## config.mk

```make
export PLATFORM = sky130hd
export DESIGN_NAME = psc_config
export DESIGN_NICKNAME = d
export VERILOG_FILES = /design/src/design/psc_pkg.sv /design/src/design/psc_hold_timer.sv /design/src/design/psc_divider.sv /design/src/design/psc_config.sv
export VERILOG_INCLUDE_DIRS = /design/src /design/src/design
export SDC_FILE = /design/constraint.sdc
export NUM_CORES = 2
export LEC_CHECK = 0
export BUFFER_PORTS_ARGS = -buffer_cell sky130_fd_sc_hd__buf_2
export CAP_MARGIN = 20
export CORE_UTILIZATION = 35
export DETAILED_ROUTE_END_ITERATION = 16
export SLEW_MARGIN = 20
export SYNTH_ARGS = -nofsm -noshare
export SYNTH_HDL_FRONTEND = slang
export SYNTH_SLANG_ARGS = --single-unit
```

## constraint.sdc

```tcl
create_clock -name clk_i -period 11.1 [get_ports clk_i]
set_input_delay 2.22 -clock clk_i [delete_from_list [all_inputs] [get_ports clk_i]]
set_output_delay 2.22 -clock clk_i [all_outputs]
set_load 0.05 [all_outputs]
```

## src/design/psc_defs.svh

```systemverilog
// Purpose: Constants for the pulse scaling and compare configuration block
// Assumes: 10 MHz clock, byte addresses on the register port
// Notes: Types live in psc_pkg
//
// Functional notes
// - Three-second level key hold enters initial level; code is shown.
// - One-second level key hold in initial level returns to operation.
// - Pulse scaling parameters are settable only with input type pulse.
// - Signed five-digit scaling input and display values, upper bound 99999.
// - Input value point: two decimals on 30 Hz range, integer on 5 kHz.
// - Readout is frequency times display value over input value.
// - Display value is accepted only as an integer of five digits at most.
// - Teach indicator is lit while scaling input parameter is selected.
// - Zero on shown input teaches; indicator blinks, live value is shown.
// - Second zero in teaching stores live value as input, back to monitor.
// - Mode key in teaching abandons without storing and advances parameter.
// - Second shift key on a shown value blinks it and allows editing.
// - Edit is committed only on advance; then the next parameter shows.
// - Five readout point positions: four to one decimals or integer.
// - Each of the two comparative outputs keeps its own operating action.
// - Actions are upper-limit, lower-limit or outside-the-range.
// - Outside-the-range uses separate high and low set values per output.
`ifndef PSC_DEFS_SVH
`define PSC_DEFS_SVH

`define PSC_CLK_HZ 10000000
`define PSC_ENTER_MS 3000
`define PSC_LEAVE_MS 1000
`define PSC_BLINK_MS 500
`define PSC_MS_TO_CYC(ms) ((ms) * (`PSC_CLK_HZ / 1000))

`define PSC_VAL_W 18
`define PSC_VAL_MAX 18'sd99999
`define PSC_VAL_MIN (-18'sd19999)
`define PSC_INP_RST 18'sd1000
`define PSC_DSP_RST 18'sd1000
`define PSC_LEVEL_INIT_CODE 4'h5
`define PSC_LEVEL_OP_CODE 4'h0

`define PSC_REG_CTRL 8'h00
`define PSC_REG_STATUS 8'h04
`define PSC_REG_INP 8'h08
`define PSC_REG_DSP 8'h0c
`define PSC_REG_MODE 8'h10
`define PSC_REG_SV1 8'h14
`define PSC_REG_SV1H 8'h18
`define PSC_REG_SV1L 8'h1c
`define PSC_REG_SV2 8'h20
`define PSC_REG_SV2H 8'h24
`define PSC_REG_SV2L 8'h28
`define PSC_REG_READOUT 8'h2c

`define PSC_CTRL_PULSE_BIT 0
`define PSC_CTRL_RANGE_BIT 1
`define PSC_MODE_POINT_LSB 0
`define PSC_MODE_ACT1_LSB 4
`define PSC_MODE_ACT2_LSB 8

`define PSC_POINT_INT 3'd0
`define PSC_POINT_MAX 3'd4
`define PSC_INP_POINT_30HZ 3'd2
`define PSC_INP_POINT_5KHZ 3'd0

`endif

```

## src/design/psc_pkg.sv

```systemverilog
// Purpose: Types for the pulse scaling and compare configuration block
// Assumes: Constants come from psc_defs.svh
// Notes: None
package psc_pkg;
	typedef enum logic [1:0] {ACT_UPPER, ACT_LOWER, ACT_OUTSIDE} psc_action_t;
	typedef enum logic [2:0] {P_INP, P_DSP, P_POINT, P_ACT1, P_ACT2} psc_param_t;
	typedef enum logic [1:0] {M_NAME, M_SHOW, M_EDIT, M_TEACH} psc_menu_t;
	typedef struct packed {
		logic level;
		logic mode;
		logic shift;
		logic zero;
	} psc_keys_t;
	typedef struct packed {
		logic [7:0] addr;
		logic [31:0] wdata;
		logic wr;
		logic rd;
	} psc_bus_t;
endpackage

```

## src/design/psc_hold_timer.sv

```systemverilog
// Purpose: Fires one pulse when a level has stood for LIMIT cycles
// Assumes: Input is already synchronised
// Notes: Saturates, so it fires once per hold
`timescale 1ns/1ps
module psc_hold_timer #(
	parameter int LIMIT = 10000000
) (
	// Clock and reset
	input wire logic clk_i,
	input wire logic reset_i,
	// Level and event
	input wire logic held_i,
	output logic fire_o
);
	initial begin
		if (LIMIT < 2) begin
			$error("psc_hold_timer: LIMIT too small");
		end
	end

	logic [31:0] cnt_q, cnt_d;

	always_comb begin
		cnt_d = cnt_q;
		if (!held_i) begin
			cnt_d = '0;
		end else if (cnt_q != 32'(LIMIT)) begin
			cnt_d = cnt_q + 32'd1;
		end
	end

	always_ff @(posedge clk_i) begin
		if (reset_i) begin
			cnt_q <= '0;
		end else begin
			cnt_q <= cnt_d;
		end
	end

	assign fire_o = held_i && (cnt_q == 32'(LIMIT - 1));
endmodule // psc_hold_timer

```

## src/design/psc_divider.sv

```systemverilog
// Purpose: Sequential restoring divider, unsigned
// Assumes: Divisor is nonzero when started
// Notes: NW cycles per quotient; a trade of speed for area
`timescale 1ns/1ps
module psc_divider #(
	parameter int NW = 35,
	parameter int DW = 17
) (
	// Clock and reset
	input wire logic clk_i,
	input wire logic reset_i,
	// Request
	input wire logic start_i,
	input wire logic [NW-1:0] num_i,
	input wire logic [DW-1:0] den_i,
	// Answer
	output logic done_o,
	output logic [NW-1:0] quot_o
);
	initial begin
		if (NW < DW || DW < 2 || NW > 255) begin
			$error("psc_divider: bad widths");
		end
	end

	logic [NW-1:0] q_q, q_d;
	logic [DW:0] rem_q, rem_d;
	logic [DW-1:0] den_q, den_d;
	logic [7:0] cnt_q, cnt_d;
	logic busy_q, busy_d;
	logic done_q, done_d;
	logic [NW-1:0] res_q, res_d;

	always_comb begin
		logic [DW:0] sh;
		sh = {rem_q[DW-1:0], q_q[NW-1]};
		q_d = q_q;
		rem_d = rem_q;
		den_d = den_q;
		cnt_d = cnt_q;
		busy_d = busy_q;
		done_d = 1'b0;
		res_d = res_q;
		if (!busy_q) begin
			if (start_i) begin
				q_d = num_i;
				rem_d = '0;
				den_d = den_i;
				cnt_d = 8'(NW);
				busy_d = 1'b1;
			end
		end else begin
			q_d = {q_q[NW-2:0], 1'b0};
			rem_d = sh;
			if (sh >= {1'b0, den_q}) begin
				rem_d = sh - {1'b0, den_q};
				q_d[0] = 1'b1;
			end
			cnt_d = cnt_q - 8'd1;
			if (cnt_q == 8'd1) begin
				busy_d = 1'b0;
				done_d = 1'b1;
				res_d = q_d;
			end
		end
	end

	always_ff @(posedge clk_i) begin
		if (reset_i) begin
			q_q <= '0;
			rem_q <= '0;
			den_q <= '0;
			cnt_q <= '0;
			busy_q <= 1'b0;
			done_q <= 1'b0;
			res_q <= '0;
		end else begin
			q_q <= q_d;
			rem_q <= rem_d;
			den_q <= den_d;
			cnt_q <= cnt_d;
			busy_q <= busy_d;
			done_q <= done_d;
			res_q <= res_d;
		end
	end

	assign done_o = done_q;
	assign quot_o = res_q;
endmodule // psc_divider

```

## src/design/psc_config.sv

```systemverilog
// Purpose: Key driven scaling set-up, readout scaling, comparative outputs
// Assumes: freq_i is the live pulse value in units of the input value point
// Notes: Keys are pins and are synchronised here
//
// The address map and the address-and-strobe port were decided locally.
`timescale 1ns/1ps
`include "psc_defs.svh"
module psc_config
	import psc_pkg::*;
#(
	parameter int ENTER_CYC = `PSC_MS_TO_CYC(`PSC_ENTER_MS),
	parameter int LEAVE_CYC = `PSC_MS_TO_CYC(`PSC_LEAVE_MS),
	parameter int BLINK_CYC = `PSC_MS_TO_CYC(`PSC_BLINK_MS)
) (
	// Clock and reset
	input wire logic clk_i,
	input wire logic reset_i,
	// Front panel keys, asynchronous pins
	input wire psc_keys_t keys_i,
	// Live process value
	input wire logic [16:0] freq_i,
	// Register port
	input wire psc_bus_t bus_i,
	output logic [31:0] rdata_o,
	// Display
	output logic [3:0] level_code_o,
	output logic signed [17:0] disp_value_o,
	output logic [2:0] disp_point_o,
	output logic disp_blank_o,
	output logic [2:0] disp_param_o,
	output logic disp_shows_name_o,
	output logic teach_led_o,
	// Comparative outputs
	output logic out1_o,
	output logic out2_o
);
	initial begin
		if (ENTER_CYC <= LEAVE_CYC || BLINK_CYC < 2) begin
			$error("psc_config: bad timing parameters");
		end
	end

	typedef logic signed [17:0] val_t;

	// Key synchroniser: a change counts when stages two and three agree
	psc_keys_t s1_q, s2_q, s3_q, key_q, key_d, prev_q;
	psc_keys_t press;
	always_comb begin
		key_d = (~(s2_q ^ s3_q) & s3_q) | ((s2_q ^ s3_q) & key_q);
		press = key_q & ~prev_q;
	end
	always_ff @(posedge clk_i) begin
		if (reset_i) begin
			s1_q <= '0;
			s2_q <= '0;
			s3_q <= '0;
			key_q <= '0;
			prev_q <= '0;
		end else begin
			s1_q <= keys_i;
			s2_q <= s1_q;
			s3_q <= s2_q;
			key_q <= key_d;
			prev_q <= key_q;
		end
	end

	logic enter_hit, leave_hit;
	psc_hold_timer #(.LIMIT(ENTER_CYC)) u_enter (
		.clk_i(clk_i),
		.reset_i(reset_i),
		.held_i(key_q.level),
		.fire_o(enter_hit)
	);
	psc_hold_timer #(.LIMIT(LEAVE_CYC)) u_leave (
		.clk_i(clk_i),
		.reset_i(reset_i),
		.held_i(key_q.level),
		.fire_o(leave_hit)
	);

	// Settings and menu state
	logic init_q, init_d;
	psc_menu_t menu_q, menu_d;
	psc_param_t par_q, par_d;
	val_t inp_q, inp_d, dsp_q, dsp_d, edit_q, edit_d;
	logic [2:0] digit_q, digit_d;
	logic [2:0] readout_point_position_q, readout_point_position_d;
	psc_action_t act1_q, act1_d, act2_q, act2_d;
	logic pulse_q, range5k_q;
	val_t sv_q [6];
	logic [31:0] blink_q, blink_d;
	logic blink_ph_q, blink_ph_d;
	val_t live;

	// Live value is clamped to the setting range
	assign live = (freq_i > 17'd99999) ? `PSC_VAL_MAX : val_t'({1'b0, freq_i});

	function automatic psc_param_t next_par(psc_param_t p, logic pulse);
		psc_param_t n;
		case (p)
			P_INP: n = P_DSP;
			P_DSP: n = P_POINT;
			P_POINT: n = P_ACT1;
			P_ACT1: n = P_ACT2;
			default: n = pulse ? P_INP : P_POINT;
		endcase
		return n;
	endfunction

	function automatic val_t digit_step(logic [2:0] d);
		val_t s;
		case (d)
			3'd0: s = 18'sd1;
			3'd1: s = 18'sd10;
			3'd2: s = 18'sd100;
			3'd3: s = 18'sd1000;
			default: s = 18'sd10000;
		endcase
		return s;
	endfunction

	always_comb begin
		val_t cur, sum;
		logic numeric;
		cur = inp_q;
		case (par_q)
			P_INP: cur = inp_q;
			P_DSP: cur = dsp_q;
			P_POINT: cur = val_t'(readout_point_position_q);
			P_ACT1: cur = val_t'(act1_q);
			default: cur = val_t'(act2_q);
		endcase
		numeric = (par_q == P_INP) || (par_q == P_DSP);
		sum = edit_q + digit_step(digit_q);
		init_d = init_q;
		menu_d = menu_q;
		par_d = par_q;
		inp_d = inp_q;
		dsp_d = dsp_q;
		edit_d = edit_q;
		digit_d = digit_q;
		readout_point_position_d = readout_point_position_q;
		act1_d = act1_q;
		act2_d = act2_q;
		if (!init_q) begin
			if (enter_hit) begin
				init_d = 1'b1;
				menu_d = M_NAME;
				par_d = pulse_q ? P_INP : P_POINT;
			end
		end else if (leave_hit) begin
			init_d = 1'b0;
			menu_d = M_NAME;
		end else begin
			case (menu_q)
				M_NAME: begin
					if (press.shift) begin
						menu_d = M_SHOW;
					end else if (press.mode) begin
						par_d = next_par(par_q, pulse_q);
					end
				end
				M_SHOW: begin
					if (press.shift) begin
						menu_d = M_EDIT;
						edit_d = cur;
						digit_d = 3'd0;
					end else if (press.zero && par_q == P_INP) begin
						menu_d = M_TEACH;
					end else if (press.mode) begin
						menu_d = M_NAME;
						par_d = next_par(par_q, pulse_q);
					end
				end
				M_EDIT: begin
					if (press.shift && numeric) begin
						digit_d = (digit_q == 3'd4) ? 3'd0 : digit_q + 3'd1;
					end else if (press.zero) begin
						if (numeric) begin
							// Integer steps only, wrap keeps five digits
							edit_d = (sum > `PSC_VAL_MAX) ? `PSC_VAL_MIN : sum;
						end else if (par_q == P_POINT) begin
							edit_d = (edit_q >= val_t'(`PSC_POINT_MAX)) ?
								val_t'(`PSC_POINT_INT) : edit_q + 18'sd1;
						end else begin
							edit_d = (edit_q >= val_t'(ACT_OUTSIDE)) ?
								val_t'(ACT_UPPER) : edit_q + 18'sd1;
						end
					end else if (press.mode) begin
						// Commit happens only here, on advance
						case (par_q)
							P_INP: if (pulse_q) inp_d = edit_q;
							P_DSP: if (pulse_q) dsp_d = edit_q;
							P_POINT: readout_point_position_d = edit_q[2:0];
							P_ACT1: act1_d = psc_action_t'(edit_q[1:0]);
							default: act2_d = psc_action_t'(edit_q[1:0]);
						endcase
						menu_d = M_NAME;
						par_d = next_par(par_q, pulse_q);
					end
				end
				M_TEACH: begin
					if (press.zero) begin
						if (pulse_q) begin
							inp_d = live;
						end
						menu_d = M_SHOW;
					end else if (press.mode) begin
						menu_d = M_NAME;
						par_d = next_par(par_q, pulse_q);
					end
				end
				default: menu_d = M_NAME;
			endcase
		end
		blink_d = (blink_q == 32'(BLINK_CYC - 1)) ? '0 : blink_q + 32'd1;
		blink_ph_d = (blink_q == 32'(BLINK_CYC - 1)) ? ~blink_ph_q : blink_ph_q;
	end

	always_ff @(posedge clk_i) begin
		if (reset_i) begin
			init_q <= 1'b0;
			menu_q <= M_NAME;
			par_q <= P_INP;
			inp_q <= `PSC_INP_RST;
			dsp_q <= `PSC_DSP_RST;
			edit_q <= '0;
			digit_q <= '0;
			readout_point_position_q <= `PSC_POINT_INT;
			act1_q <= ACT_UPPER;
			act2_q <= ACT_UPPER;
			blink_q <= '0;
			blink_ph_q <= 1'b0;
		end else begin
			init_q <= init_d;
			menu_q <= menu_d;
			par_q <= par_d;
			inp_q <= inp_d;
			dsp_q <= dsp_d;
			edit_q <= edit_d;
			digit_q <= digit_d;
			readout_point_position_q <= readout_point_position_d;
			act1_q <= act1_d;
			act2_q <= act2_d;
			blink_q <= blink_d;
			blink_ph_q <= blink_ph_d;
		end
	end

	// Scaling: |f*dsp| + |inp|/2 over |inp| rounds to nearest
	logic [16:0] dsp_mag, inp_mag;
	logic [34:0] num;
	logic div_done;
	logic [34:0] quot;
	logic neg_q, neg_d;
	val_t readout_q, readout_d;
	assign dsp_mag = dsp_q[17] ? 17'(-dsp_q) : dsp_q[16:0];
	assign inp_mag = inp_q[17] ? 17'(-inp_q) : inp_q[16:0];
	// Widen before the product so no bits of f*dsp are lost
	assign num = 35'(freq_i) * 35'(dsp_mag) + 35'(inp_mag >> 1);

	psc_divider #(.NW(35), .DW(17)) u_div (
		.clk_i(clk_i),
		.reset_i(reset_i),
		.start_i(inp_mag != 17'd0),
		.num_i(num),
		.den_i(inp_mag),
		.done_o(div_done),
		.quot_o(quot)
	);

	always_comb begin
		neg_d = dsp_q[17] ^ inp_q[17];
		readout_d = readout_q;
		if (inp_mag == 17'd0) begin
			readout_d = '0;
		end else if (div_done) begin
			if (!neg_q) begin
				readout_d = (quot > 35'd99999) ? `PSC_VAL_MAX : val_t'(quot);
			end else begin
				readout_d = (quot > 35'd19999) ? `PSC_VAL_MIN : -val_t'(quot);
			end
		end
	end

	// Comparative outputs on the rounded count
	logic out1_d, out2_d;
	function automatic logic judge(psc_action_t a, val_t r, val_t sv,
		val_t hi, val_t lo);
		logic o;
		case (a)
			ACT_UPPER: o = r > sv;
			ACT_LOWER: o = r < sv;
			default: o = (r > hi) || (r < lo);
		endcase
		return o;
	endfunction
	assign out1_d = judge(act1_q, readout_q, sv_q[0], sv_q[1], sv_q[2]);
	assign out2_d = judge(act2_q, readout_q, sv_q[3], sv_q[4], sv_q[5]);

	// Display and indicator outputs
	logic [3:0] lvl_d;
	val_t disp_d;
	logic [2:0] pt_d;
	logic blank_d, name_d, tled_d;
	always_comb begin
		lvl_d = init_q ? `PSC_LEVEL_INIT_CODE : `PSC_LEVEL_OP_CODE;
		disp_d = readout_q;
		pt_d = readout_point_position_q;
		blank_d = 1'b0;
		name_d = init_q && (menu_q == M_NAME);
		if (init_q) begin
			case (menu_q)
				M_SHOW: disp_d = (par_q == P_INP) ? inp_q : (par_q == P_DSP) ?
					dsp_q : (par_q == P_POINT) ? val_t'(readout_point_position_q) :
					(par_q == P_ACT1) ? val_t'(act1_q) : val_t'(act2_q);
				M_EDIT: begin
					disp_d = edit_q;
					blank_d = blink_ph_q;
				end
				M_TEACH: disp_d = live;
				default: disp_d = '0;
			endcase
			// Input value point follows the frequency range
			pt_d = (par_q == P_INP) ? (range5k_q ? `PSC_INP_POINT_5KHZ :
				`PSC_INP_POINT_30HZ) : (par_q == P_DSP) ? `PSC_POINT_INT :
				readout_point_position_q;
		end
		tled_d = init_q && par_q == P_INP;
		if (menu_q == M_TEACH) begin
			tled_d = init_q && blink_ph_q;
		end
	end

	// Register port, read data one cycle after the strobe
	logic [31:0] rd_d;
	always_comb begin
		rd_d = '0;
		if (bus_i.rd) begin
			case (bus_i.addr)
				`PSC_REG_CTRL: rd_d = {30'd0, range5k_q, pulse_q};
				`PSC_REG_STATUS: rd_d = {24'd0, par_q, menu_q,
					menu_q == M_TEACH, menu_q == M_EDIT, init_q};
				`PSC_REG_INP: rd_d = 32'(inp_q);
				`PSC_REG_DSP: rd_d = 32'(dsp_q);
				`PSC_REG_MODE: rd_d = {22'd0, act2_q, 2'd0, act1_q, 1'b0,
					readout_point_position_q};
				`PSC_REG_SV1: rd_d = 32'(sv_q[0]);
				`PSC_REG_SV1H: rd_d = 32'(sv_q[1]);
				`PSC_REG_SV1L: rd_d = 32'(sv_q[2]);
				`PSC_REG_SV2: rd_d = 32'(sv_q[3]);
				`PSC_REG_SV2H: rd_d = 32'(sv_q[4]);
				`PSC_REG_SV2L: rd_d = 32'(sv_q[5]);
				`PSC_REG_READOUT: rd_d = 32'(readout_q);
				default: rd_d = '0;
			endcase
		end
	end

	always_ff @(posedge clk_i) begin
		if (reset_i) begin
			pulse_q <= 1'b1;
			range5k_q <= 1'b1;
			for (int i = 0; i < 6; i++) begin
				sv_q[i] <= '0;
			end
			neg_q <= 1'b0;
			readout_q <= '0;
			rdata_o <= '0;
			level_code_o <= `PSC_LEVEL_OP_CODE;
			disp_value_o <= '0;
			disp_point_o <= '0;
			disp_blank_o <= 1'b0;
			disp_param_o <= '0;
			disp_shows_name_o <= 1'b0;
			teach_led_o <= 1'b0;
			out1_o <= 1'b0;
			out2_o <= 1'b0;
		end else begin
			if (bus_i.wr && bus_i.addr == `PSC_REG_CTRL) begin
				pulse_q <= bus_i.wdata[`PSC_CTRL_PULSE_BIT];
				range5k_q <= bus_i.wdata[`PSC_CTRL_RANGE_BIT];
			end
			for (int i = 0; i < 6; i++) begin
				if (bus_i.wr && bus_i.addr == 8'(`PSC_REG_SV1 + 4 * i)) begin
					sv_q[i] <= val_t'(bus_i.wdata[17:0]);
				end
			end
			neg_q <= neg_d;
			readout_q <= readout_d;
			rdata_o <= rd_d;
			level_code_o <= lvl_d;
			disp_value_o <= disp_d;
			disp_point_o <= pt_d;
			disp_blank_o <= blank_d;
			disp_param_o <= par_q;
			disp_shows_name_o <= name_d;
			teach_led_o <= tled_d;
			out1_o <= out1_d;
			out2_o <= out2_d;
		end
	end
endmodule // psc_config

```

Word-level counts from Yosys, hierarchy flattened
Memories as Yosys holds them, arrays and structs flattened.
Index checks and enable logic that the tools add are counted.
Cells by class
  add/subtract/negate cells: 12
  $mul: 1
  div/mod/pow operators: 0
  order comparisons: 15
  eq/ne operators: 47
  shift operators: 0
  mux-type cells: 108
  bitwise operators: 24
  reductions and logical operators: 47
Operators with widths (count)
  18-bit 2-to-1 mux: 27
  32-bit case mux with 12 select lines: 1
  17-bit 2-to-1 mux: 6
  32-bit by 1-bit adder with 32-bit output, second input constant: 3
  18-bit > comparator: 4
  18-bit less-than comparator: 4
  18-bit case mux with 2 select lines: 2
  18-bit case mux with 4 select lines: 1
  35-bit 2-to-1 mux: 2
  14-bit case mux with 4 select lines: 1
  18-bit case mux with 3 select lines: 1
  3-bit 2-to-1 mux: 17
  34-bit by 16-bit adder with 35-bit output: 1
  35-bit by 15-bit > comparator with 1-bit output, second input constant: 1
  35-bit by 17-bit > comparator with 1-bit output, second input constant: 1
  17-bit by 17-bit multiplier with 34-bit output: 1
  17-bit negation: 2
  32-bit by 23-bit == test with 1-bit output, second input constant: 1
  32-bit by 24-bit == test with 1-bit output, second input constant: 1
  32-bit by 25-bit == test with 1-bit output, second input constant: 1
  8-bit by 5-bit == test with 1-bit output, second input constant: 4
  8-bit by 6-bit == test with 1-bit output, second input constant: 4
  32-bit by 24-bit != test with 1-bit output, second input constant: 1
  32-bit by 25-bit != test with 1-bit output, second input constant: 1
  56 further kinds: 166
Word-level totals
  flip-flop bits (word level): 386
  latch bits: 0
  RAM bits: 108
  memory bits (read-only): 0
  input bits: 65
  output and inout bits: 65
  word-level logic and storage cells: 309
  memories kept: 1
Memory list
  sv_q: words 6, width 18, read ports 6, clocked after Yosys merged registers in 0, wr ports 6, RTL line psc_config.sv:91  | val_t sv_q [6];

Logic depth before layout (Yosys ltp)
  word-level depth: 9
  mapped depth: 30
  gate-level depth less buffers: 29

By module
From an unflattened synthesis, not the netlist that was laid out.
Second synthesis, totals
  cell total of the unflattened synthesis: 4347
  area total of the unflattened synthesis: 37020.5 µm²
By module, submodules not included
  psc_config: times used 1, cells each 3282, area each 28282.1 µm², seq. area each 7066.8 µm²
  psc_divider: times used 1, cells each 680, area each 5434.0 µm², seq. area each 2282.2 µm²
  psc_hold_timer at u_enter: times used 1, cells each 196, area each 1672.9 µm², seq. area each 640.6 µm²
  psc_hold_timer at u_leave: times used 1, cells each 189, area each 1631.6 µm², seq. area each 640.6 µm²

Least setup slack after synthesis
OpenSTA, ideal clock, no wires.
  kind: in2reg
  from: input port freq_i[12]
  to: register u_div.q_q[34]
  setup time: 0.132 ns
  arrival: 8.297 ns
  required time: 10.968 ns
  setup slack: 2.671 ns
  stages: 25
  path buffers: 2
  path through: clkbuf_1 -> clkbuf_1 -> nand2_1 -> fa_1 -> inv_1 -> fa_1 -> inv_1 -> fa_1 -> inv_1 -> fa_1 -> fa_1 -> inv_1 -> fa_1 -> inv_1 -> ha_1 -> a21o_1 -> a21oi_1 -> o21ai_0 -> a21o_1 -> o211ai_1 -> a31oi_1 -> a2111oi_0 -> nor4_1 -> o21ai_0 -> a21oi_1
On the way
  word-level cells in the longest chain between the ends: 4
Ends and longest elaborated chain
  start: declaration: RTL line psc_config.sv:21  | input wire logic [16:0] freq_i,
  17-bit by 17-bit multiplier with 34-bit output: RTL line psc_config.sv:261  | assign num = 35'(freq_i) * 35'(dsp_mag) + 35'(inp_mag >> 1);
  34-bit by 16-bit adder with 35-bit output: RTL line psc_config.sv:261
  35-bit 2-to-1 mux: RTL line psc_divider.sv:45  | if (start_i) begin
  35-bit 2-to-1 mux: RTL line psc_divider.sv:44  | if (!busy_q) begin
  end signal: assignment: RTL line psc_divider.sv:78  | q_q <= q_d;
  end: declaration: RTL line psc_divider.sv:26  | logic [NW-1:0] q_q, q_d;
No other way between the ends. The select of a mux whose other input is x is not followed.
A chain may end at the register's enable or synchronous reset.

Final worst setup path
  from: register dsp_q[5]
  to: register u_div.q_q[34]
On the way
  word-level cells in the longest chain between the ends: 6
Ends and longest elaborated chain
  start: declaration: RTL line psc_config.sv:86  | val_t inp_q, inp_d, dsp_q, dsp_d, edit_q, edit_d;
  start signal: assignment: RTL line psc_config.sv:227  | dsp_q <= `PSC_DSP_RST;
  start signal: assignment: RTL line psc_config.sv:240  | dsp_q <= dsp_d;
  17-bit negation: RTL line psc_config.sv:258  | assign dsp_mag = dsp_q[17] ? 17'(-dsp_q) : dsp_q[16:0];
  17-bit 2-to-1 mux (*): RTL line psc_config.sv:258
  17-bit by 17-bit multiplier with 34-bit output (*): RTL line psc_config.sv:261
  34-bit by 16-bit adder with 35-bit output (*): RTL line psc_config.sv:261
  35-bit 2-to-1 mux (*): RTL line psc_divider.sv:45
  35-bit 2-to-1 mux (*): RTL line psc_divider.sv:44
Every way passes the cells marked *; elsewhere a longest branch is shown, timed or not. The select of a mux whose other input is x is not followed.

==> results.yml <==
status:
  outcome: "completed"
synth:
  synth-edff-count: 108
  synth_cell_types: 85
  synth_top_family_by_area: "adder cells"
  synth_xor_area_share_pct: 3.871
  syn_area_per_cell_sq_um: 8.462
  synth_area_sq_um: 36650
  ys_seq_area_share_pct: 29.00
  synth_async_sr_flop_share_pct: 0
  synth_ff_type: "dfxtp_1"
  synth-seq-cells: 477
  synth-simple-area-share_pct: 20.37
  synth_compound_area_share_pct: 14.83
  ys_warn_count: 0
  synth_cells: 4331
  muxShareOfSynthArea_pct: 1.765
  synth-adder-area-share_pct: 22.42
placement:
  place_ws_ns: 1.977
  portBuffers: 113
  dp_hpwl_um: 77410
  dpl-instance-area_sq_um: 38370
  place.gp.congestion: 0.8945
detailed_routing:
  drt-pass1-iter-count: 7
  drc: 0
  wirelength_um: 105100
  avgViaCountPerCell: 5.295
  num_vias: 30340
  drtAntennaViolNets: 0
  wl_per_cell_um: 18.34
  drt-initial-drc-count: 2514
layout:
  drive_above_1_share_pct: 6.737
  final_nets: 4881
  stdcell_area_sq_um: 40290
  syn_to_final_growth_pct: 9.924
  post-route-util_pct: 38.87
clocking:
  ctsLongestPathBuffers: 3
  numCtsBuffers: 54
  cts_tree: "built"
  cts_sinks: 477
  post_cts_buffers: 0
  ctsRootBufferMaster: "clkbuf_16"
  cts_resized: 0
  ctsHoldBuffers: 0
  clock_latency_ns: 0.65
  clkTransAtPathRegs_ns: 0.07
  htreeDepth: 2
pwr:
  ir_drop_mv: 0.1425
  power.leakage_nw: 17.43
  power_density_nw_per_um2: 152.1
grt:
  antenna_found_initial: 1
  grt_util_all_layers_pct: 19.59
  grt-ovfl-total: 0
  grt_pass1_wl_um: 166900
  first_global_vias: 29420
  grt_max_degree: 152
die:
  core_area_sq_um: 103600
  initial_core_util_pct: 35.36
  rows: 118
  die_y_um: 325.6
  dieWidth_um: 325.6
  die_area_sq_um: 106000
  boundaryPins: 130
worst_hold_path:
  min_from: "s1_q[2]"
  whs_path_depth: 1
  holdPathEnd: "s2_q[2]"
  hold_path_class: "reg2reg"
worst_setup_path:
  arrival_ns: 9.58
  critPathMaxStageDelay_ns: 0.69
  slowest_stage: "o31ai_1"
  crit_fanout: 13
  crit_path_frequent_cell: "fa_1"
  r2r_cells: 26
  required_ns: 11.57
  r2r_end: "u_div.q_q[34]"
  worstSetupStartpointType: "flop"
  end_kind: "flop"
  r2r_setup_slack_ns: 1.99
  path_class: "reg2reg"
  r2r-start: "dsp_q[5]"
sta:
  setup_tns_ns: 0
  rsz0062_at_grt: "no"
  fin_worst_skew_ns: 0.04342
  setup_violations: 0
  period_share_pct: 82.07
  drv_slew: 0
  hold_violations: 0
  fin_ws_ns: 1.991
  tightest_slew_ns: 1.055
  fmax_ghz: 0.1098
  relSlewSlack_pct: 29.68
  period_minus_slack_ns: 9.109
job:
  maxCapViolations: 0
worst max path at each step:
stage,start,endpoint
after detailed placement,freq_i[9],u_div.q_q[34]
after floorplan,freq_i[12],u_div.q_q[34]
final,dsp_q[5],u_div.q_q[34]
after global routing,dsp_q[5],u_div.q_q[34]
after CTS,dsp_q[5],u_div.q_q[34]
after global placement,freq_i[6],u_div.q_q[34]
through the flow:
stage,hold slack [ns],total power [W],instances
final,0.4353,0.006126,5730
after floorplan,0.4138,0.003739,4332
after CTS,0.4402,0.006166,5728
after global placement,0.4199,0.004208,5628
after detailed placement,0.4264,0.004226,5628
after global routing,0.4632,0.006591,5729
report_power, final:
group | switching [W] | internal, W | total [W]
Combinational | 0.00130 | 0.000947 | 0.00225
Clock | 0.000786 | 0.00114 | 0.00192
Sequential | 0.0000800 | 0.00187 | 0.00195
Total | 0.00217 | 0.00396 | 0.00613
kinds of logic (layout without fill, tap and decap cells):
group / after synthesis / in the layout
and+or+nand+nor: 1554 / 1554
DFF: 477 / 477
adders and majority gates: 511 / 511
xor gates and xnor gates: 162 / 162
muxes: 62 / 62
AOI/OAI and AO/OA: 835 / 835
buffers and inverters: 729 / 746
other: 1 / 3
cell type report:
class | count | area (sq um)
fillers | 10590 | 63360
flip-flops and latches | 477 | 10630
repair buffers | 161 | 950.9
diodes | 1 | 2.502
well taps | 1380 | 1727
multi-input cells | 3126 | 23250
clock buffers | 67 | 1514
inverters | 485 | 1821
clock inverters | 33 | 391.6
worst max-delay path: cells and delay by family (launching register included):
family	cells	cell delay, ns
buffers and inverters	4	0.47
xor gates and xnor gates	1	0.57
DFF	1	0.43
and+or+nand+nor	4	0.98
AOI/OAI and AO/OA	10	2.95
adders and majority gates	7	3.52
metal layers:
| layer | GRT usage [%] | wire [um] |
|---|---|---|
| met2 | 31.14 | 46870 |
| met4 | 5.818 | 3036 |
| met3 | 2.302 | 6337 |
| met1 | 27.79 | 48820 |
| met5 | 0 | 0 |
flip-flops by register name, indices dropped and copies added, names as in the netlist, 18 cells and up, named ones only:
register and flops:
dsp_q 18, edit_q 18, u_div.quot_o 35, rdata_o 18
blink_q 32, sv_q 108, disp_value_o 18, readout_q 18
u_leave.cnt_q 32, u_enter.cnt_q 32, inp_q 18, u_div.q_q 35
cells in the final DEF (no fill, tap or decap), types with 35 or more instances in the layout:
cell         n
and2_1     233
o21ai_0    124
mux2i_1     59
edfxtp_1   108
nand2_1    482
xor2_1      79
inv_1      483
fa_1       243
buf_4       46
nand2b_1    36
dfxtp_1    367
a22oi_1     54
nand4_1     48
a211oi_1    82
nor4_1      35
clkbuf_16   57
ha_1       268
a21o_1      72
nor3_1      77
buf_2      112
nor2_1     392
a21oi_1    260
nand3_1     72
or3_1       35
xnor2_1     82
nor2b_1     44
synth_stat cells, drive strengths merged, types with 27 or more instances:
cell type	n	area share (%)
a211oi	82	1.7
a21o	72	1.5
a21oi	260	3.6
a221oi	27	0.65
a22oi	54	1.1
and2	233	4.0
and3	29	0.50
buf	39	0.66
clkbuf	205	2.1
dfxtp	369	20
edfxtp	108	8.8
fa	243	13
ha	268	9.1
inv	484	5.0
mux2i	59	1.6
nand2	483	5.0
nand2b	37	0.63
nand3	72	0.98
nand4	48	0.82
nor2	395	4.1
nor2b	44	0.75
nor3	80	1.1
nor4	38	0.73
o21a	27	0.55
o21ai	129	1.8
or3	35	0.60
xnor2	83	2.0
xor2	79	1.9
Note: power is estimated with default switching activity, not from simulation.
